File: src/design/cgc_pkg.sv
// Constants shared by the codec gain control register bank.
// Assumes a 125 MHz system clock and word-aligned Avalon-MM accesses.
package cgc_pkg;

   localparam int CGC_ADDR_W = 4;
   localparam int CGC_DATA_W = 32;
   localparam int CGC_REG_W = 16;

   // Register indices; the byte address is four times the index.
   localparam logic [CGC_ADDR_W-1:0] CGC_IDX_RECORD = 4'h1;
   localparam logic [CGC_ADDR_W-1:0] CGC_IDX_PLAYBACK = 4'h2;
   localparam logic [CGC_ADDR_W-1:0] CGC_ADDR_RECORD =
      CGC_ADDR_W'(CGC_IDX_RECORD * 4);
   localparam logic [CGC_ADDR_W-1:0] CGC_ADDR_PLAYBACK =
      CGC_ADDR_W'(CGC_IDX_PLAYBACK * 4);

   // Record gain control fields.
   localparam int CGC_REC_MUTE_BIT = 15;
   localparam int CGC_REC_GAIN_LSB = 8;
   localparam int CGC_GAIN_W = 7;
   localparam int CGC_TARGET_LSB = 5;
   localparam int CGC_TARGET_W = 3;
   localparam int CGC_TC_LSB = 1;
   localparam int CGC_TC_W = 4;
   localparam int CGC_ATTACK_W = 2;
   localparam int CGC_AGC_EN_BIT = 0;

   // Playback gain control fields.
   localparam int CGC_LMUTE_BIT = 15;
   localparam int CGC_LVOL_LSB = 8;
   localparam int CGC_RMUTE_BIT = 7;
   localparam int CGC_RVOL_LSB = 0;
   localparam int CGC_VOL_W = 7;

   // Reset values.
   localparam logic [CGC_REG_W-1:0] CGC_RECORD_RESET = 16'h8000;
   localparam logic [CGC_REG_W-1:0] CGC_PLAYBACK_RESET = 16'hFFFF;

   // Gains in signed half-dB units.
   localparam logic [CGC_GAIN_W-1:0] CGC_PGA_MAX = 7'h77;
   localparam logic signed [7:0] CGC_AGC_MAX = 8'sh77;
   localparam logic signed [7:0] CGC_AGC_MIN = 8'shE8;

   // Target output levels in half-dB units: -5.5 dB down to -24 dB.
   localparam logic signed [7:0] CGC_TARGET_TAB [8] = '{
      8'shF5, 8'shF0, 8'shEC, 8'shE8, 8'shE4, 8'shDE, 8'shD8, 8'shD0};

   // Attack and decay times in milliseconds.
   localparam logic [15:0] CGC_ATTACK_MS [4] = '{
      16'h0008, 16'h000B, 16'h0010, 16'h0014};
   localparam logic [15:0] CGC_DECAY_MS [4] = '{
      16'h0064, 16'h00C8, 16'h0190, 16'h01F4};

   // Clock period in ns, microsecond in ns and derived cycle count.
   localparam int CGC_CLK_PERIOD_NS = 8;
   localparam int CGC_NS_PER_US = 1000;
   localparam int CGC_CYCLES_PER_US = CGC_NS_PER_US / CGC_CLK_PERIOD_NS;
   localparam int CGC_US_PER_MS = 1000;

   // Half-dB steps spread over one time constant.
   localparam int CGC_AGC_STEPS = 16;

   typedef enum logic {CGC_BUS_IDLE, CGC_BUS_ACK} cgc_bus_state_e;
   typedef enum logic [1:0]
      {CGC_AGC_HOLD, CGC_AGC_ATTACK, CGC_AGC_DECAY} cgc_agc_dir_e;

endpackage

File: src/design/cgc_gain_regs.sv
// Record and playback gain control registers with automatic gain control.
// Assumes an Avalon-MM master with byte addresses and a record path that
// gives one strobe per sample together with its measured output level.
//
// Added by the designer: the Avalon-MM register port.
`timescale 1ns/1ps
module cgc_gain_regs
   import cgc_pkg::*;
#(
   parameter int US_PER_MS = CGC_US_PER_MS,
   parameter int AGC_STEPS = CGC_AGC_STEPS
)
(
   input wire logic clk,
   input wire logic arst_n,
   input wire logic [CGC_ADDR_W-1:0] avs_address,
   input wire logic avs_read,
   input wire logic avs_write,
   input wire logic [CGC_DATA_W-1:0] avs_writedata,
   input wire logic [3:0] avs_byteenable,
   output logic [CGC_DATA_W-1:0] avs_readdata,
   output logic avs_waitrequest,
   input wire logic record_sample_strobe,
   input wire logic signed [7:0] record_level,
   output logic record_mute,
   output logic signed [7:0] record_gain_applied,
   output logic left_play_mute,
   output logic [CGC_VOL_W-1:0] left_play_volume,
   output logic right_play_mute,
   output logic [CGC_VOL_W-1:0] right_play_volume
);

   localparam int INTERVAL_W = 16;

   cgc_bus_state_e bus_state_reg;
   cgc_bus_state_e bus_state_next;
   cgc_agc_dir_e dir_reg;
   cgc_agc_dir_e dir_next;

   logic [CGC_GAIN_W-1:0] record_gain_reg;
   logic [CGC_TARGET_W-1:0] auto_gain_target_reg;
   logic [CGC_TC_W-1:0] auto_gain_time_constant_reg;
   logic auto_gain_enable_reg;

   logic request;
   logic accept;
   logic hit_record;
   logic hit_playback;
   logic [CGC_REG_W-1:0] record_word;
   logic [CGC_REG_W-1:0] playback_word;
   logic [CGC_REG_W-1:0] record_merged;
   logic [CGC_REG_W-1:0] playback_merged;
   logic [CGC_DATA_W-1:0] read_mux;

   logic [CGC_GAIN_W-1:0] pga_saturated;
   logic signed [7:0] target_level;
   logic [INTERVAL_W-1:0] attack_us;
   logic [INTERVAL_W-1:0] decay_us;
   logic [INTERVAL_W-1:0] interval_us;
   logic timer_clear;
   logic step_due;
   logic step_take;
   logic agc_started_reg;

   // Converts a time constant in milliseconds to microseconds per step.
   function automatic logic [INTERVAL_W-1:0] step_interval
   (
      input logic [15:0] ms
   );
      int us;
      us = (int'(ms) * US_PER_MS) / AGC_STEPS;
      if (us < 1)
      begin
         us = 1;
      end
      return INTERVAL_W'(us);
   endfunction

   // Bus access: one wait cycle, then the request completes.

   assign request = avs_read || avs_write;
   assign accept = request && (bus_state_reg == CGC_BUS_ACK);
   assign hit_record = (avs_address == CGC_ADDR_RECORD);
   assign hit_playback = (avs_address == CGC_ADDR_PLAYBACK);

   always_comb
   begin
      bus_state_next = bus_state_reg;
      case (bus_state_reg)
         CGC_BUS_IDLE:
         begin
            if (request)
            begin
               bus_state_next = CGC_BUS_ACK;
            end
         end
         CGC_BUS_ACK:
         begin
            bus_state_next = CGC_BUS_IDLE;
         end
         default:
         begin
            bus_state_next = CGC_BUS_IDLE;
         end
      endcase
   end

   always_ff @(posedge clk or negedge arst_n)
   begin
      if (!arst_n)
         bus_state_reg <= CGC_BUS_IDLE;
      else
         bus_state_reg <= bus_state_next;
   end

   // Waitrequest is registered, so it must already be low in the cycle
   // in which the master samples it; it rises again right after.
   always_ff @(posedge clk or negedge arst_n)
   begin
      if (!arst_n)
         avs_waitrequest <= 1'b1;
      else
         avs_waitrequest <= (bus_state_next != CGC_BUS_ACK);
   end

   // Register words as software sees them.

   always_comb
   begin
      record_word = '0;
      record_word[CGC_REC_MUTE_BIT] = record_mute;
      record_word[CGC_REC_GAIN_LSB +: CGC_GAIN_W] = record_gain_reg;
      record_word[CGC_TARGET_LSB +: CGC_TARGET_W] = auto_gain_target_reg;
      record_word[CGC_TC_LSB +: CGC_TC_W] = auto_gain_time_constant_reg;
      record_word[CGC_AGC_EN_BIT] = auto_gain_enable_reg;
   end

   always_comb
   begin
      playback_word = '0;
      playback_word[CGC_LMUTE_BIT] = left_play_mute;
      playback_word[CGC_LVOL_LSB +: CGC_VOL_W] = left_play_volume;
      playback_word[CGC_RMUTE_BIT] = right_play_mute;
      playback_word[CGC_RVOL_LSB +: CGC_VOL_W] = right_play_volume;
   end

   // Byte enables select which of the two low lanes a write replaces.
   always_comb
   begin
      record_merged = record_word;
      playback_merged = playback_word;
      if (avs_byteenable[0])
      begin
         record_merged[7:0] = avs_writedata[7:0];
         playback_merged[7:0] = avs_writedata[7:0];
      end
      if (avs_byteenable[1])
      begin
         record_merged[15:8] = avs_writedata[15:8];
         playback_merged[15:8] = avs_writedata[15:8];
      end
   end

   // The top byte shows the applied gain while the controller runs and
   // the stored mute and gain otherwise; unmapped addresses read zero.
   always_comb
   begin
      read_mux = '0;
      if (hit_record)
      begin
         read_mux[CGC_REG_W-1:0] = record_word;
         if (auto_gain_enable_reg)
         begin
            read_mux[CGC_REG_W-1:CGC_REC_GAIN_LSB] =
               record_gain_applied;
         end
      end
      else if (hit_playback)
      begin
         read_mux[CGC_REG_W-1:0] = playback_word;
      end
   end

   // Read data is loaded as waitrequest falls and held until the next.
   always_ff @(posedge clk or negedge arst_n)
   begin
      if (!arst_n)
         avs_readdata <= '0;
      else if (avs_read && bus_state_next == CGC_BUS_ACK)
         avs_readdata <= read_mux;
   end

   // Record gain control fields.

   always_ff @(posedge clk or negedge arst_n)
   begin
      if (!arst_n)
      begin
         record_mute <= CGC_RECORD_RESET[CGC_REC_MUTE_BIT];
         record_gain_reg <=
            CGC_RECORD_RESET[CGC_REC_GAIN_LSB +: CGC_GAIN_W];
         auto_gain_target_reg <=
            CGC_RECORD_RESET[CGC_TARGET_LSB +: CGC_TARGET_W];
         auto_gain_time_constant_reg <=
            CGC_RECORD_RESET[CGC_TC_LSB +: CGC_TC_W];
         auto_gain_enable_reg <= CGC_RECORD_RESET[CGC_AGC_EN_BIT];
      end
      else if (accept && avs_write && hit_record)
      begin
         record_mute <= record_merged[CGC_REC_MUTE_BIT];
         record_gain_reg <=
            record_merged[CGC_REC_GAIN_LSB +: CGC_GAIN_W];
         auto_gain_target_reg <=
            record_merged[CGC_TARGET_LSB +: CGC_TARGET_W];
         auto_gain_time_constant_reg <=
            record_merged[CGC_TC_LSB +: CGC_TC_W];
         auto_gain_enable_reg <= record_merged[CGC_AGC_EN_BIT];
      end
   end

   // Playback gain control fields.

   always_ff @(posedge clk or negedge arst_n)
   begin
      if (!arst_n)
      begin
         left_play_mute <= CGC_PLAYBACK_RESET[CGC_LMUTE_BIT];
         left_play_volume <=
            CGC_PLAYBACK_RESET[CGC_LVOL_LSB +: CGC_VOL_W];
         right_play_mute <= CGC_PLAYBACK_RESET[CGC_RMUTE_BIT];
         right_play_volume <=
            CGC_PLAYBACK_RESET[CGC_RVOL_LSB +: CGC_VOL_W];
      end
      else if (accept && avs_write && hit_playback)
      begin
         left_play_mute <= playback_merged[CGC_LMUTE_BIT];
         left_play_volume <=
            playback_merged[CGC_LVOL_LSB +: CGC_VOL_W];
         right_play_mute <= playback_merged[CGC_RMUTE_BIT];
         right_play_volume <=
            playback_merged[CGC_RVOL_LSB +: CGC_VOL_W];
      end
   end

   // Automatic gain controller.

   // Codes above 59.5 dB are kept for readback but clamp in the stage.
   assign pga_saturated = (record_gain_reg > CGC_PGA_MAX) ?
      CGC_PGA_MAX : record_gain_reg;

   assign target_level = CGC_TARGET_TAB[auto_gain_target_reg];

   assign attack_us = step_interval(
      CGC_ATTACK_MS[auto_gain_time_constant_reg[CGC_ATTACK_W-1:0]]);
   assign decay_us = step_interval(
      CGC_DECAY_MS[auto_gain_time_constant_reg[CGC_TC_W-1:CGC_ATTACK_W]]);

   // A signal above target is attacked; below target the gain decays up.
   always_comb
   begin
      dir_next = CGC_AGC_HOLD;
      if (record_level > target_level)
      begin
         dir_next = CGC_AGC_ATTACK;
      end
      else if (record_level < target_level)
      begin
         dir_next = CGC_AGC_DECAY;
      end
   end

   always_ff @(posedge clk or negedge arst_n)
   begin
      if (!arst_n)
         dir_reg <= CGC_AGC_HOLD;
      else if (!auto_gain_enable_reg)
         dir_reg <= CGC_AGC_HOLD;
      else if (record_sample_strobe)
         dir_reg <= dir_next;
   end

   assign interval_us = (dir_reg == CGC_AGC_ATTACK) ?
      attack_us : decay_us;

   // Restarting on a change of direction keeps a partial decay interval
   // from being spent on an attack step.
   assign timer_clear = !auto_gain_enable_reg ||
      (dir_reg == CGC_AGC_HOLD) ||
      (record_sample_strobe && dir_next != dir_reg);

   // Step timing runs from the system clock and is only applied at the
   // next sample, so durations do not depend on the sample rate.
   assign step_take = step_due && record_sample_strobe;

   cgc_step_timer #(
      .CYCLES_PER_US(CGC_CYCLES_PER_US),
      .INTERVAL_W(INTERVAL_W)
   ) u_step_timer (
      .clk(clk),
      .arst_n(arst_n),
      .clear(timer_clear),
      .interval_us(interval_us),
      .consume(step_take),
      .step_due(step_due)
   );

   // The write that turns the controller on also carries its starting
   // gain, so the saturated programmed gain is loaded once more in the
   // first cycle after the enable has risen.
   always_ff @(posedge clk or negedge arst_n)
   begin
      if (!arst_n)
         agc_started_reg <= 1'b0;
      else
         agc_started_reg <= auto_gain_enable_reg;
   end

   // Applied record gain: follows the saturated programmed gain while the
   // controller is off, so enabling it starts from the programmed value.
   always_ff @(posedge clk or negedge arst_n)
   begin
      if (!arst_n)
         record_gain_applied <= '0;
      else if (!auto_gain_enable_reg || !agc_started_reg)
         record_gain_applied <= {1'b0, pga_saturated};
      else if (step_take)
      begin
         case (dir_reg)
            CGC_AGC_ATTACK:
            begin
               if (record_gain_applied > CGC_AGC_MIN)
                  record_gain_applied <= record_gain_applied - 8'sh01;
            end
            CGC_AGC_DECAY:
            begin
               if (record_gain_applied < CGC_AGC_MAX)
                  record_gain_applied <= record_gain_applied + 8'sh01;
            end
            default:
            begin
               record_gain_applied <= record_gain_applied;
            end
         endcase
      end
   end

endmodule

File: src/design/cgc_step_timer.sv
// Step timer for the automatic gain controller.
// Counts microseconds from the system clock and raises a pending flag
// each time the programmed interval has elapsed.
`timescale 1ns/1ps
module cgc_step_timer
   import cgc_pkg::*;
#(
   parameter int CYCLES_PER_US = CGC_CYCLES_PER_US,
   parameter int INTERVAL_W = 16
)
(
   input wire logic clk,
   input wire logic arst_n,
   input wire logic clear,
   input wire logic [INTERVAL_W-1:0] interval_us,
   input wire logic consume,
   output logic step_due
);

   localparam int PRE_W = $clog2(CYCLES_PER_US + 1);
   localparam logic [PRE_W-1:0] PRE_LAST = PRE_W'(CYCLES_PER_US - 1);

   logic [PRE_W-1:0] pre_reg;
   logic [INTERVAL_W-1:0] us_reg;
   logic us_tick;
   logic interval_done;

   assign us_tick = (pre_reg == PRE_LAST);
   assign interval_done = us_tick && (us_reg + 1'b1 >= interval_us);

   always_ff @(posedge clk or negedge arst_n)
   begin
      if (!arst_n)
         pre_reg <= '0;
      else if (clear || us_tick)
         pre_reg <= '0;
      else
         pre_reg <= pre_reg + 1'b1;
   end

   always_ff @(posedge clk or negedge arst_n)
   begin
      if (!arst_n)
         us_reg <= '0;
      else if (clear || interval_done)
         us_reg <= '0;
      else if (us_tick)
         us_reg <= us_reg + 1'b1;
   end

   // An interval that ends in the cycle the flag is consumed wins.
   always_ff @(posedge clk or negedge arst_n)
   begin
      if (!arst_n)
         step_due <= 1'b0;
      else if (clear)
         step_due <= 1'b0;
      else if (interval_done)
         step_due <= 1'b1;
      else if (consume)
         step_due <= 1'b0;
   end

endmodule
File: config.mk
export PLATFORM = sky130hd
export DESIGN_NAME = cgc_gain_regs
export DESIGN_NICKNAME = d
export VERILOG_FILES = /design/src/design/cgc_pkg.sv /design/src/design/cgc_gain_regs.sv /design/src/design/cgc_step_timer.sv
export SDC_FILE = /design/constraint.sdc
export NUM_CORES = 1
export LEC_CHECK = 0
export BUFFER_PORTS_ARGS = -buffer_cell sky130_fd_sc_hd__buf_2
export CORE_MARGIN = 2
export CORE_UTILIZATION = 47
export CTS_BUF_LIST = sky130_fd_sc_hd__clkbuf_4 sky130_fd_sc_hd__clkbuf_8
export DETAILED_ROUTE_END_ITERATION = 10
export HOLD_SLACK_MARGIN = 0.02
export MAX_ROUTING_LAYER = met4
export PLACE_DENSITY = 0.71
export SLEW_MARGIN = 20
export SYNTH_ARGS = -nofsm -noshare
export SYNTH_HDL_FRONTEND = slang
export SYNTH_HIERARCHICAL = 1
export SYNTH_SLANG_ARGS = --single-unit
File: constraint.sdc
create_clock -name clk -period 4 [get_ports clk]
set_input_delay 0.8 -clock clk [delete_from_list [all_inputs] [get_ports clk]]
set_output_delay 0.8 -clock clk [all_outputs]
set_load 0.02 [all_outputs]
# [After elaboration in Yosys (flattened, before gate mapping)]
# Memory sizes are Yosys's and may differ from the RTL's.
# Cells that the tools add are included.
[totals] input_bits=53 mem_bits_ro=64 mem_bits_rw=0 latch_bits=0 regBits=85 wordCells=112 memories=1 out_inout_bits=58
[memory_table] name="(no name shown)" depth=8 word_bits=8 rd=1 rd_ports_with_merged_regs=0 write_ports=0 line="cgc_gain_regs.sv:251" source="assign target_level = CGC_TARGET_TAB[auto_gain_target_reg];"
[op_classes] shift=0 div=0 muxes=32 n_eq_ne=9 magnitude_cmp=11 multipliers=2 reduce_logical=26 add_sub_neg=6 bitwise_logic=7
[ops] cell="16-bit 2-to-1 mux" count=11
[ops] cell="16-bit binary-select mux with 2-bit select" count=2
[ops] cell="8-bit 2-to-1 mux" count=7
[ops] cell="22-bit by 1-bit adder with 23-bit output" count=2
[ops] cell="23-bit by 1-bit less-than comparator with 1-bit output (second input constant)" count=2
[ops] cell="16-bit by 7-bit multiplier with 23-bit output (second input constant)" count=2
[ops] cell="16-bit by 1-bit adder with 16-bit output (second input constant)" count=1
[ops] cell="16-bit >= comparator" count=1
[ops] cell="8-bit case mux with 2 select lines" count=1
[ops] cell="7-bit 2-to-1 mux" count=2
[ops] cell="8-bit by 2-bit adder with 8-bit output (second input constant)" count=1
[ops] cell="8-bit by 6-bit > comparator with 1-bit output (second input constant)" count=1
[ops] cell="8-bit > comparator" count=1
[ops] cell="1-bit logical AND" count=8
[ops] cell="8-bit less-than comparator" count=1
[ops] cell="8-bit less-than comparator (second input constant)" count=1
[ops] cell="2-bit 2-to-1 mux" count=4
[ops] cell="2-bit AND reduction" count=4
[ops] cell="8-bit by 2-bit subtractor with 8-bit output (second input constant)" count=1
[ops] cell="7-bit by 1-bit adder with 7-bit output (second input constant)" count=1
[ops] cell="7-bit equality test (second input constant)" count=1
[ops] cell="7-bit > comparator (second input constant)" count=1
[ops] cell="3-bit >= comparator (second input constant)" count=2
[ops] cell="1-bit logical OR" count=6
[ops] cell="20 further kinds" count=29

# [Depth between registers and ports, before layout]
# Gate-level depths: netlist (run 1).
[depth] word_depth=14 depth_mapped=22 mapped_depth_nobuf=21

# [Modules after synthesis]
# Netlist (run 1), hierarchy kept.
[by_module_without_submodules] mod="cgc_gain_regs" area_per_inst_um2=4295.4 instances=1 cells_per_inst=435 seq_area_each_um2=1549.0
[by_module_without_submodules] mod="cgc_step_timer" area_per_inst_um2=1731.7 instances=1 cells_per_inst=199 seq_area_each_um2=600.6

# [Least setup slack after synthesis (run 1)]
# OpenSTA, ideal clock, no wires.
[synth_path] kind="reg2reg" startpoint="reg auto_gain_time_constant_reg[1]" endpoint="reg u_step_timer.us_reg[11]" path_stages_with_launch=23 arrival_time_ps=4156 required_time_ps=3908 setup_ps=92 setup_slack_ps=-247 path_cell_list="dfrtp_1 inv_1 ha_1 ha_1 inv_1 ha_1 and2b_1 ha_1 nand2_1 o211a_1 o21a_2 o21ai_2 a21oi_1 o41ai_2 inv_1 ha_1 a211oi_1 o211a_1 o41ai_2 a211oi_4 nand2_2 buf_2 o31ai_2"
[synth_between] elab_chain_cells=14 elab_cells_between_ends=15
[synth_rtl] element="from (decl)" line="cgc_gain_regs.sv:42" source="logic [CGC_TC_W-1:0] auto_gain_time_constant_reg;"
[synth_rtl] element="from (signal assigned)" line="cgc_gain_regs.sv:204" source="auto_gain_time_constant_reg <="
[synth_rtl] element="from (signal assigned)" line="cgc_gain_regs.sv:215" source="auto_gain_time_constant_reg <="
[synth_rtl] element="2-bit NOT with 3-bit output (implied by the code) *" line="cgc_gain_regs.sv:254" source="CGC_ATTACK_MS[auto_gain_time_constant_reg[CGC_ATTACK_W-1:0]]);"
[synth_rtl] element="16-bit binary-select mux with 2-bit select *" line="cgc_gain_regs.sv:254"
[synth_rtl] element="16-bit 2-to-1 mux (implied by the code) * (2 in series)" line="cgc_gain_regs.sv:254"
[synth_rtl] element="16-bit by 7-bit multiplier with 23-bit output *" line="cgc_gain_regs.sv:71" source="us = (int'(ms) * US_PER_MS) / AGC_STEPS;"
[synth_rtl] element="1-bit AND (no line)"
[synth_rtl] element="22-bit by 1-bit adder with 23-bit output (no line) *"
[synth_rtl] element="23-bit by 1-bit less-than comparator with 1-bit output" line="cgc_gain_regs.sv:72" source="if (us < 1)"
[synth_rtl] element="16-bit 2-to-1 mux *" line="cgc_gain_regs.sv:72"
[synth_rtl] element="16-bit 2-to-1 mux *" line="cgc_gain_regs.sv:282" source="assign interval_us = (dir_reg == CGC_AGC_ATTACK) ?"
[synth_rtl] element="via interval_us[7]" line="cgc_gain_regs.sv:59" source="logic [INTERVAL_W-1:0] interval_us;"
[synth_rtl] element="16-bit >= comparator *" line="cgc_step_timer.sv:29" source="assign interval_done = us_tick && (us_reg + 1'b1 >= interval_us);"
[synth_rtl] element="1-bit logical AND *" line="cgc_step_timer.sv:29"
[synth_rtl] element="1-bit logical OR *" line="cgc_step_timer.sv:45" source="else if (clear || interval_done)"
[synth_rtl] element="16-bit 2-to-1 mux / 2-bit nonzero test (equally long branches)"
[synth_rtl] element="to (signal assigned)" line="cgc_step_timer.sv:48" source="us_reg <= us_reg + 1'b1;"
[synth_rtl] element="to (decl)" line="cgc_step_timer.sv:24" source="logic [INTERVAL_W-1:0] us_reg;"
# The timed path passes the listed nets; every way through them passes the cells marked *. The select of a mux whose other input is x is not followed.
# A chain may end at the register's enable or synchronous reset.

# [Worst setup path after layout (run 1)]
[layout_path] startpoint="reg auto_gain_time_constant_reg[0]" endpoint="reg u_step_timer.us_reg[7]"
# Same word-level chain as after synthesis.

==> summary.md, run 1 <==
| Metric | Value |
|---|---|
| Crit end category | `flop` |
| Post-Syn Area | `0.006027 mm2` |
| Ys Warns | `6` |
| Number of synthesized flops with an enable pin | `0` |
| Total of fill cells in the finished design | `1094` |
| Crit path from | `auto_gain_time_constant_reg[0]$_DFFE_PN0P_` |
| Netlist cell types | `70` |
| Multi-input gate area | `0.003799 mm2` |
| Vias | `4951` |
| Kind of critical path | `flop to flop` |
| Violated checks | `setup timing` |
| Fin crit period | `4.261 ns` |
| PD cells | `407.7 mW/mm2` |
| Met1 Resource Use GR | `0.2703` |
| Startpoint type of the worst setup path | `flop` |
| Hold EP | `avs_readdata[3]$_DFFE_PN0P_` |
| Max Fclk | `0.2347 GHz` |
| Largest net degree at the start of global routing | `70` |
| Fin crit share | `1.065` |
| Initial antenna violation count | `1` |
| Bufs and invs on worst path | `4` |
| Die H | `117.2 um` |
| Final core occ | `0.5747` |
| Crit-path cells | `ha_4, ha_4, inv_2, ha_4, and2b_2, ha_4, nand2_2, o211a_1, o21a_2, o21ai_2, a21oi_2, o41ai_2, inv_1, ha_4, nand2_2, o41ai_4, a211oi_4, buf_6, buf_8, a31oi_4, o31ai_4` |
| Max cap viols | `0` |
| H-tree levels | `3` |
| Slew headroom | `0.3197` |
| GR Util met3 | `0.04737` |
| Core Region | `0.01257 mm2` |
| Sequential Area | `0.002152 mm2` |
| Synth async-reset ratio | `1.000` |
| Delay of the slowest cell on the worst path | `0.47 ns` |
| Worst path slowest cell | `dfrtp_2` |
| Initial core utilization | `0.4795` |
| Clock Path Buffers | `2` |
| CTS clk-pin slew, worst paths | `0.09 ns` |
| Flop-to-flop setup slack | `-0.26 ns` |
| Post-synth top flop | `dfrtp_1` |
| Grt ovf | `0` |
| DIE WIDTH | `117.2 um` |
| Worst slew pin tran | `1.021 ns` |
| Post-Route WL | `14240 um` |
| FP Rows | `41` |
| Final Skew | `0.01437 ns` |
| Max-slew violations | `0` |
| Area growth, synth to finish | `19.85%` |
| First-pass GRT wire length | `23920 um` |
| Drc violations | `0` |
| Drt wl/cell | `15.54 um` |
| CTS buffer count | `9` |
| GRT Util Overall | `0.2267` |
| Cell count after synthesis | `634` |
| Post-Place Setup Slack | `-0.2272 ns` |
| Met2 global-route usage | `0.3820` |
| Dpl hpwl | `10450 um` |
| Top cell by count, worst path | `ha_4` |
| Worst Hold Launch | `avs_readdata[3]$_DFFE_PN0P_` |
| Clk Latency, worst-skew pair | `0.38 ns` |
| Class of the worst hold path | `flop to flop` |
| Share of post-route cells with drive strength above 1 | `0.3136` |
| Final setup vio count | `16` |
| Delay-heaviest family, CP | `compound AO/OA/AOI/OAI gates` |
| Port bufs | `76` |
| Crit-path max FO | `7` |
| Vias in the first global route | `5123` |
| DRT Pass-1 Iters | `4` |
| Synthesized area per cell | `9.506 um2` |
| Busiest layer in global routing | `met2` |
| Leakage | `0.003431 uW` |
| Die area | `0.01375 mm2` |
| Reg-to-reg endpoint | `u_step_timer/us_reg[7]$_DFFE_PN0P_` |
| RePlAce Congestion | `0.8744` |
| Worst setup margin | `-0.2606 ns` |
| Root Buffer | `clkbuf_8` |
| Reg2reg path depth | `21` |
| Seq cells post-synth | `85` |
| TritonCTS Sinks | `85` |
| Hold Path Stages | `2` |
| Overall power | `2945 uW` |
| Fin. Hold Viols | `0` |
| Drt initial violations | `235` |
| Post-route ant nets | `0` |
| Nets@finish | `858` |
| CP Data Arrival Time | `4.52 ns` |
| Seq/Total Area, Yosys | `0.3567` |
| WP data required | `4.26 ns` |
| Worst ir drop on vdd | `0.3049 mV` |
| Via-per-instance ratio | `5.405` |
| R2r startpoint | `auto_gain_time_constant_reg[0]$_DFFE_PN0P_` |
| RSZ-0062 raised after global routing | `yes` |
| CTS tree | `built` |
| Outcome | `finished, violations left` |
| I/O pins | `111` |
-- worst reg2reg max path, cell delays in order, from the launching register on --
cell and delay (ns):
dfrtp_2 0.47, ha_4 0.20, ha_4 0.27, inv_2 0.04, ha_4 0.14, and2b_2 0.21
ha_4 0.28, nand2_2 0.05, o211a_1 0.21, o21a_2 0.14, o21ai_2 0.15, a21oi_2 0.10
o41ai_2 0.30, inv_1 0.12, ha_4 0.29, nand2_2 0.07, o41ai_4 0.45, a211oi_4 0.14
buf_6 0.15, buf_8 0.13, a31oi_4 0.18, o31ai_4 0.09
-- per-stage QoR --
stage / cells / hold WS (ns) / setup TNS, ns / instance area [um2]
after global placement: 889 / 0.4591 / -0.3776 / 6743
after floorplan: 649 / 0.3487 / 0 / 6172
after detailed placement: 889 / 0.4661 / -2.653 / 6743
after CTS: 912 / 0.4921 / -2.235 / 7068
after global routing: 916 / 0.5216 / -6.147 / 7223
final: 916 / 0.4861 / -3.681 / 7223
-- layer usage --
metal,vias to the layer above,part of all wire
met4,0,0.018
li1,2433,-
met2,91,0.51
met1,2407,0.44
met5,-,0
met3,20,0.033
-- how the worst max path moves through the flow --
stage                     depth (start not counted)                                  end
after floorplan                                  21  u_step_timer/us_reg[11]$_DFFE_PN0P_
after global placement                           21  u_step_timer/us_reg[12]$_DFFE_PN0P_
after detailed placement                         19   u_step_timer/us_reg[7]$_DFFE_PN0P_
after CTS                                        23  u_step_timer/us_reg[14]$_DFFE_PN0P_
after global routing                             21  u_step_timer/us_reg[11]$_DFFE_PN0P_
final                                            21   u_step_timer/us_reg[7]$_DFFE_PN0P_
-- cells by family after synthesis --
group,share of synthesized area
and+or+nand+nor,0.1609
AOI/OAI and AO/OA,0.1721
DFF,0.3567
buffers and inverters,0.06768
adders and majority gates,0.1403
muxes,0.06975
xor gates and xnor gates,0.03197
other,0.0006222
-- what timing repair did --
action | in CTS | in global routing
hold buffers | 0 | 0
pin swaps | 9 | 14
buffers inserted | 5 | 4
gates cloned | 2 | 0
gates resized for setup | 15 | 23
endpoints found under the setup margin | 16 | 17
-- cell type report --
| cell class | instances | share of cell area |
|---|---|---|
| clock buffer | 9 | 0.01715 |
| sequential | 85 | 0.2979 |
| clock inverter | 7 | 0.01091 |
| inverter | 47 | 0.02442 |
| tap | 172 | 0.02979 |
| multi-input combinational | 482 | 0.5259 |
| timing repair buffer | 113 | 0.09354 |
| antenna | 1 | 0.0003464 |
-- Yosys cell counts, types with 3 or more instances --
master     number  area [um2]
a32o_1          4       40.04
dfstp_2        18       473.0
clkbuf_1        8       30.03
o31ai_1         4       30.03
o2bb2ai_1       4       35.03
and4_1          8       70.07
o22ai_1         5       31.28
dfrtp_1        67        1677
a22oi_1        18       135.1
a31oi_1         7       43.79
and2_1          7       43.79
xnor2_1        13       113.9
mux2_2         30       337.8
buf_4          21       157.7
and3_1          5       31.28
xor2_1          9       78.83
a21oi_1        27       135.1
nand2b_1       10       62.56
nor2_1         37       138.9
a21o_1          3       22.52
a211oi_1        4       30.03
nand3_1        19       95.09
buf_2           6       30.03
o21ai_1         4       20.02
mux2i_1         6       60.06
o21a_1          3       22.52
ha_1           66       825.8
inv_1          47       176.4
nor2b_1         8       50.05
nand4_1         5       31.28
nor3_1          4       20.02
nand2_1        69       259.0
o21ai_0        39       195.2
-- placed cells by master, fill, tap and decap left out, types with 6 or more instances in the layout --
cell type / n
and4_1: 8
o21ai_0: 39
nor2b_1: 8
inv_1: 44
nand2_1: 67
nor2_1: 37
dfrtp_1: 65
ha_1: 56
conb_1: 16
xnor2_1: 12
a22oi_1: 16
ha_4: 8
and2_1: 7
buf_4: 35
clkbuf_8: 9
dfstp_2: 18
nand3_1: 19
xor2_1: 9
a21oi_1: 25
mux2_2: 30
nand2b_1: 10
buf_2: 75
mux2i_1: 6
-- report_power, final --
group,switching (uW),internal [uW]
logic,684,595
registers,90.3,952
clock network,371,252
Power figures use the tool's default switching activity.
==> run 2, diff against run 1 <==
==> constraint.sdc (replaced) <==
create_clock -name clk -period 4 [get_ports clk]
set_input_delay 0.4 -clock clk [delete_from_list [all_inputs] [get_ports clk]]
set_output_delay 0.4 -clock clk [all_outputs]
set_load 0.02 [all_outputs]
==> run 2 against run 1 <==
Net effect: the run still ends with setup timing left; register-to-register slack gained 0.14 ns; critical path type unchanged; fmax grew 3.5%; largest cell class unchanged; clock power shrank 4.5%; sequential cell count is the same; total power shrank 1.5%; critical path depth grew 2; utilization shrank 0.32 points; sequential power is essentially flat; critical endpoint is now u_step_timer/us_reg[12]$_DFFE_PN0P_; first-iteration DRC count shrank 39%; die area is the same; sequential share of layout area grew 0.17 points.
==> summary.md, run 2 (synthesized netlist as in run 1, its figures left out) <==
| Metric | Value |
|---|---|
| Final Cell Area | `0.007183 mm2 (-0.55%)` |
| Clock Path Buffers | `2 (unchanged)` |
| Max cap viols | `0 (unchanged)` |
| CTS buffer count | `9 (unchanged)` |
| Worst ir drop on vdd | `0.2915 mV (-4.4%)` |
| Internal | `1788 uW (-0.62%)` |
| Total Neg Setup Slack | `-1.202 ns (+2.479 ns)` |
| Kind of critical path | `flop to flop` |
| Post-Route WL | `14100 um (-0.98%)` |
| Root Buffer | `clkbuf_8` |
| CTS clk-pin slew, worst paths | `0.10 ns (about the same)` |
| Multi-input gate area | `0.003785 mm2 (-0.36%)` |
| DIE WIDTH | `117.2 um (unchanged)` |
| Area growth, synth to finish | `19.18%` |
| Class of the worst hold path | `input pin to asynchronous set/reset pin` |
| Violated checks | `setup timing` |
| H-tree levels | `3 (unchanged)` |
| Fin crit share | `1.029 (-0.03604)` |
| Max-slew violations | `0 (unchanged)` |
| Fin. Hold Viols | `0 (unchanged)` |
| Initial core utilization | `0.4795 (unchanged)` |
| RSZ-0062 raised after global routing | `yes` |
| Drc violations | `0 (unchanged)` |
| Post-route ant nets | `0 (unchanged)` |
| Worst slew pin tran | `0.8730 ns (-0.1476 ns)` |
| Final setup vio count | `16 (unchanged)` |
| Nets@finish | `855 (-0.35%)` |
| Most frequent cells in the layout | `buf_2, nand2_1, dfrtp_1` |
| Share of post-route cells with drive strength above 1 | `0.3135 (about the same)` |
| Worst setup margin | `-0.1165 ns (+0.1441 ns)` |
| Max Fclk | `0.2429 GHz (+3.5%)` |
| Dpl hpwl | `10360 um (-0.86%)` |
| RePlAce Congestion | `0.9126 (+4.4%)` |
| First-pass GRT wire length | `23570 um (-1.4%)` |
| I/O pins | `111 (unchanged)` |
| Drt initial violations | `144 (-39%)` |
| Outcome | `finished, violations left` |
| Crit end category | `flop` |
| Leakage | `0.003411 uW (-0.57%)` |
| Crit-path max FO | `7 (unchanged)` |
| Startpoint type of the worst setup path | `flop` |
| Clock share of power | `0.205 (-0.007)` |
| Psw | `1114 uW (-2.8%)` |
| Vias | `4934 (-0.34%)` |
| CTS tree | `built` |
| Seq pwr share | `0.360 (+0.006)` |
| Sw frac | `0.3838 (-0.005197)` |
| Overall power | `2902 uW (-1.5%)` |
| Largest net degree at the start of global routing | `68 (-2.9%)` |
| DRT Pass-1 Iters | `6 (+2)` |
| TritonCTS Sinks | `85 (unchanged)` |
| WP data required | `4.31 ns (+0.05 ns)` |
| Die area | `0.01375 mm2 (unchanged)` |
| Core Region | `0.01257 mm2 (unchanged)` |
| Grt ovf | `0 (unchanged)` |
| CP Data Arrival Time | `4.43 ns (-0.09 ns)` |
| Vias in the first global route | `5089 (-0.66%)` |
| Drt wl/cell | `15.44 um (-0.66%)` |
| FP Rows | `41 (unchanged)` |
| Total of fill cells in the finished design | `1129 (+3.2%)` |
| Die H | `117.2 um (unchanged)` |
| GRT Util Overall | `0.2259 (-0.0008389)` |
| Most common cell after layout, fill and taps aside | `buf_2` |
| Initial antenna violation count | `1 (unchanged)` |
| PD cells | `404.0 mW/mm2 (-0.90%)` |
| Dpl cell area | `0.006720 mm2 (-0.33%)` |
| Final Skew | `0.01517 ns (+0.0008005 ns)` |
| Sequential Area | `0.002152 mm2 (unchanged)` |
| Via-per-instance ratio | `5.404 (about the same)` |
| Hold Slack | `0.1122 ns (-0.3739 ns)` |
| Fin crit period | `4.116 ns (-0.1441 ns)` |
| Port bufs | `76 (unchanged)` |
| Slew headroom | `0.4180 (+0.09838)` |
| Clk Latency, worst-skew pair | `0.39 ns (about the same)` |
| Comb pwr share | `0.435 (about the same)` |
[run 2: per-stage QoR]
step / util / worst slack (ns) / std cells
floorplan: - / 0.005357 / 649
global placement: 0.5347 / -0.06538 / 886
detailed placement: 0.5347 / -0.2476 / 886
CTS: 0.5641 / -0.06224 / 910
global route: 0.5715 / -0.3463 / 913
finish: 0.5715 / -0.1165 / 913
[run 2: path summary, 6_finish.rpt]
path	startpoint	end	slack, ns	depth (start not counted)
max reg2reg	auto_gain_time_constant_reg[1]$_DFFE_PN0P_	u_step_timer/us_reg[12]$_DFFE_PN0P_	-0.12	23
max in group asynchronous	arst_n	right_play_volume[3]$_DFFE_PN1P_	2.99	2
min reg2reg	avs_readdata[3]$_DFFE_PN0P_	avs_readdata[3]$_DFFE_PN0P_	0.48	2
max	auto_gain_time_constant_reg[1]$_DFFE_PN0P_	u_step_timer/us_reg[12]$_DFFE_PN0P_	-0.12	23
min in group clk	avs_writedata[6]	auto_gain_target_reg[1]$_DFFE_PN0P_	0.24	3
min	arst_n	u_step_timer/us_reg[8]$_DFFE_PN0P_	0.11	1
[run 2: power by group through the flow]
stage          logic [uW]  clock network [uW]  registers (uW)
2_1_floorplan         748                   0            1090
3_3_place_gp         1100                   0            1050
3_5_place_dp         1140                   0            1060
4_1_cts              1220                 616            1040
5_1_grt              1410                 653            1060
6_report             1260                 596            1040
[run 2: repair_timing]
action                     4_1_cts  5_1_grt
setup endpoints to repair       16       17
hold buffers                     0        0
gates resized for setup         24       16
buffers inserted                 6        2
pin swaps                       15        6
cloned                           2        0
[run 2: per-layer routing]
metal | track usage | share of wire
met5 | - | 0
met4 | 0.07529 | 0.014
met3 | 0.04737 | 0.037
met2 | 0.3858 | 0.52
met1 | 0.2655 | 0.43
[run 2: layout make-up]
class,count,area share
diodes,1,0.0003484
clock buffers,10,0.01916
clock inverters,6,0.007142
inverters,47,0.02491
multi-input cells,482,0.5269
flip-flops and latches,85,0.2996
well taps,172,0.02996
repair buffers,110,0.09197
[run 2: critical path, stage by stage, from the launching register on]
cell	delay (ns)
dfrtp_2	0.45
inv_4	0.07
ha_4	0.17
ha_4	0.26
inv_2	0.04
ha_4	0.13
and2b_2	0.20
ha_4	0.29
nand2_4	0.05
o211a_1	0.20
o21a_2	0.13
o21ai_2	0.16
buf_4	0.14
a21o_1	0.10
inv_1	0.04
ha_1	0.30
a21oi_1	0.15
nor2_1	0.05
a211o_1	0.34
a211oi_4	0.26
buf_6	0.15
buf_8	0.13
a21oi_2	0.06
o22ai_1	0.18
==> run 3, diff against run 2 <==
- CTS_BUF_LIST: sky130_fd_sc_hd__clkbuf_4 sky130_fd_sc_hd__clkbuf_8 -> default
==> run 3 against run 2 <==
Net effect: the flow still finishes with violations (setup timing); global-route usage is 0.12 points higher; final area grew 1.3%; die area is the same; sequential power is essentially flat; clock power up 38%; sequential cell count did not move; wire length is essentially flat; utilization rose by 0.77 points; worst setup slack lost 0.0090 ns; critical path depth grew 1; fmax decreased by 0.22%; via count rose by 1.2%; critical endpoint unchanged; largest cell class unchanged.
==> summary.md, run 3 (synthesized netlist as in run 1, its figures left out) <==
| Metric | Value |
|---|---|
| Outcome | `finished, violations left` |
| Violated checks | `setup timing` |
| Clock Path Buffers | `2 (unchanged)` |
| Dpl hpwl | `10360 um (unchanged)` |
| Most frequent cells in the layout | `buf_2, nand2_1, dfrtp_1` |
| Final setup vio count | `16 (unchanged)` |
| FP Rows | `41 (unchanged)` |
| WP data required | `4.28 ns (-0.03 ns)` |
| Largest net degree at the start of global routing | `68 (unchanged)` |
| Port bufs | `76 (unchanged)` |
| Initial antenna violation count | `1 (unchanged)` |
| Die area | `0.01375 mm2 (unchanged)` |
| Worst slew pin tran | `0.8656 ns (-0.007321 ns)` |
| Most common cell after layout, fill and taps aside | `buf_2` |
| Startpoint type of the worst setup path | `flop` |
| Grt ovf | `0 (unchanged)` |
| Class of the worst hold path | `input pin to asynchronous set/reset pin` |
| CTS hold repair buffers | `0 (unchanged)` |
| Clk Latency, worst-skew pair | `0.35 ns (-0.04 ns)` |
| Share of post-route cells with drive strength above 1 | `0.3154 (+0.001850)` |
| Final core occ | `0.5792 (+0.007666)` |
| Final Skew | `0.01071 ns (-0.004462 ns)` |
| Worst setup margin | `-0.1255 ns (-0.008982 ns)` |
| DRT Pass-1 Iters | `4 (-2)` |
| Drc violations | `0 (unchanged)` |
| Kind of critical path | `flop to flop` |
| Fin. Hold Viols | `0 (unchanged)` |
| CP Data Arrival Time | `4.40 ns (-0.03 ns)` |
| RePlAce Congestion | `0.9126 (unchanged)` |
| Crit-path max FO | `7 (unchanged)` |
| Slew headroom | `0.4229 (+0.004881)` |
| Total of fill cells in the finished design | `1101 (-2.5%)` |
| Hold Slack | `0.1601 ns (+0.04791 ns)` |
| Fin crit period | `4.125 ns (+0.008982 ns)` |
| Post-Route WL | `14090 um (about the same)` |
| Area growth, synth to finish | `20.78%` |
| Total Neg Setup Slack | `-1.227 ns (-0.02487 ns)` |
| CTS tree | `built` |
| CTS clk-pin slew, worst paths | `0.07 ns (-0.03 ns)` |
| First-pass GRT wire length | `23760 um (+0.79%)` |
| TritonCTS Sinks | `85 (unchanged)` |
| H-tree levels | `3 (unchanged)` |
| Drt wl/cell | `15.40 um (-0.24%)` |
| Via-per-instance ratio | `5.456 (+0.95%)` |
| Leakage | `0.003482 uW (+2.1%)` |
| Root Buffer | `clkbuf_16` |
| PD cells | `429.6 mW/mm2 (+6.3%)` |
| Max Fclk | `0.2424 GHz (-0.22%)` |
| Core Region | `0.01257 mm2 (unchanged)` |
| GRT Util Overall | `0.2271 (+0.001212)` |
| Post-route ant nets | `0 (unchanged)` |
| Max cap viols | `0 (unchanged)` |
| Max-slew violations | `0 (unchanged)` |
| DIE WIDTH | `117.2 um (unchanged)` |
| Drt initial violations | `210 (+46%)` |
| Crit end category | `flop` |
| Die H | `117.2 um (unchanged)` |
| Vias | `4992 (+1.2%)` |
| Initial core utilization | `0.4795 (unchanged)` |
| I/O pins | `111 (unchanged)` |
| Fin crit share | `1.031 (+0.002246)` |
| Post-Place Setup Slack | `-0.2476 ns (unchanged)` |
| RSZ-0062 raised after global routing | `yes` |
| Vias in the first global route | `5081 (-0.16%)` |
| Overall power | `3127 uW (+7.8%)` |
| Nets@finish | `857 (+0.23%)` |
| Worst ir drop on vdd | `0.3471 mV (+19%)` |
| CTS buffer count | `9 (unchanged)` |
-- run 3: cell count changes in the layout (fill, tap and decap cells not counted), sizes merged --
cell	delta
buf	+2
-- run 3: repair_timing --
item,CTS,global route
setup endpoints to repair,16,17
setup buffers,5,5
cloned,1,1
endpoints found under the hold margin,0,0
gates resized for setup,22,18
pin swaps,15,4
-- run 3: stage by stage --
step,instances,cell area (um2)
3_5_place_dp,886,6720
6_report,915,7279
4_1_cts,908,7168
3_3_place_gp,886,6720
5_1_grt,915,7279
2_1_floorplan,649,6172
-- run 3: worst max-delay path: stages, from the launching register on --
cell and delay, ns:
dfrtp_2 0.44, inv_4 0.06, ha_4 0.17, ha_4 0.26
inv_2 0.04, ha_4 0.13, and2b_2 0.20, ha_4 0.29
nand2_4 0.05, o211a_1 0.20, o21a_2 0.13, o21ai_2 0.16
buf_4 0.13, buf_4 0.09, a21o_1 0.10, inv_1 0.04
ha_1 0.30, a21oi_1 0.15, nor2_1 0.05, a211o_1 0.29
a211oi_4 0.26, buf_6 0.15, buf_8 0.13, a21oi_2 0.06
o22ai_1 0.18
-- run 3: layout make-up --
class                      count  area, um2  area share
antenna                        1      2.502   0.0003438
clock buffer                  10      239.0     0.03283
clock inverter                 6      51.30    0.007047
inverter                      47      178.9     0.02458
multi-input combinational    482       3769      0.5177
sequential                    85       2152      0.2956
tap                          172      215.2     0.02956
timing repair buffer         112      671.9     0.09230
-- run 3: worst paths after layout --
path	start	end	slack [ns]	depth (start not counted)
setup / recovery	auto_gain_time_constant_reg[1]$_DFFE_PN0P_	u_step_timer/us_reg[12]$_DFFE_PN0P_	-0.13	24
hold / removal	arst_n	u_step_timer/us_reg[9]$_DFFE_PN0P_	0.16	1
setup reg to reg	auto_gain_time_constant_reg[1]$_DFFE_PN0P_	u_step_timer/us_reg[12]$_DFFE_PN0P_	-0.13	24
hold reg to reg	avs_readdata[3]$_DFFE_PN0P_	avs_readdata[3]$_DFFE_PN0P_	0.47	2
max in group asynchronous	arst_n	right_play_volume[3]$_DFFE_PN1P_	2.96	2
min in group clk	avs_writedata[6]	auto_gain_target_reg[1]$_DFFE_PN0P_	0.28	3
-- run 3: layer usage --
layer,vias to the layer above,global-route usage,wire [um]
met1,2414,0.2726,5882
met5,-,-,0
met3,26,0.05201,672
li1,2429,-,-
met4,0,0.06745,252
met2,123,0.3820,7287
-- run 3: power breakdown --
part | switching, uW | internal, uW
sequential | 91.0 | 953
combinational | 680 | 584
clock | 372 | 448
total | 1140 | 1980
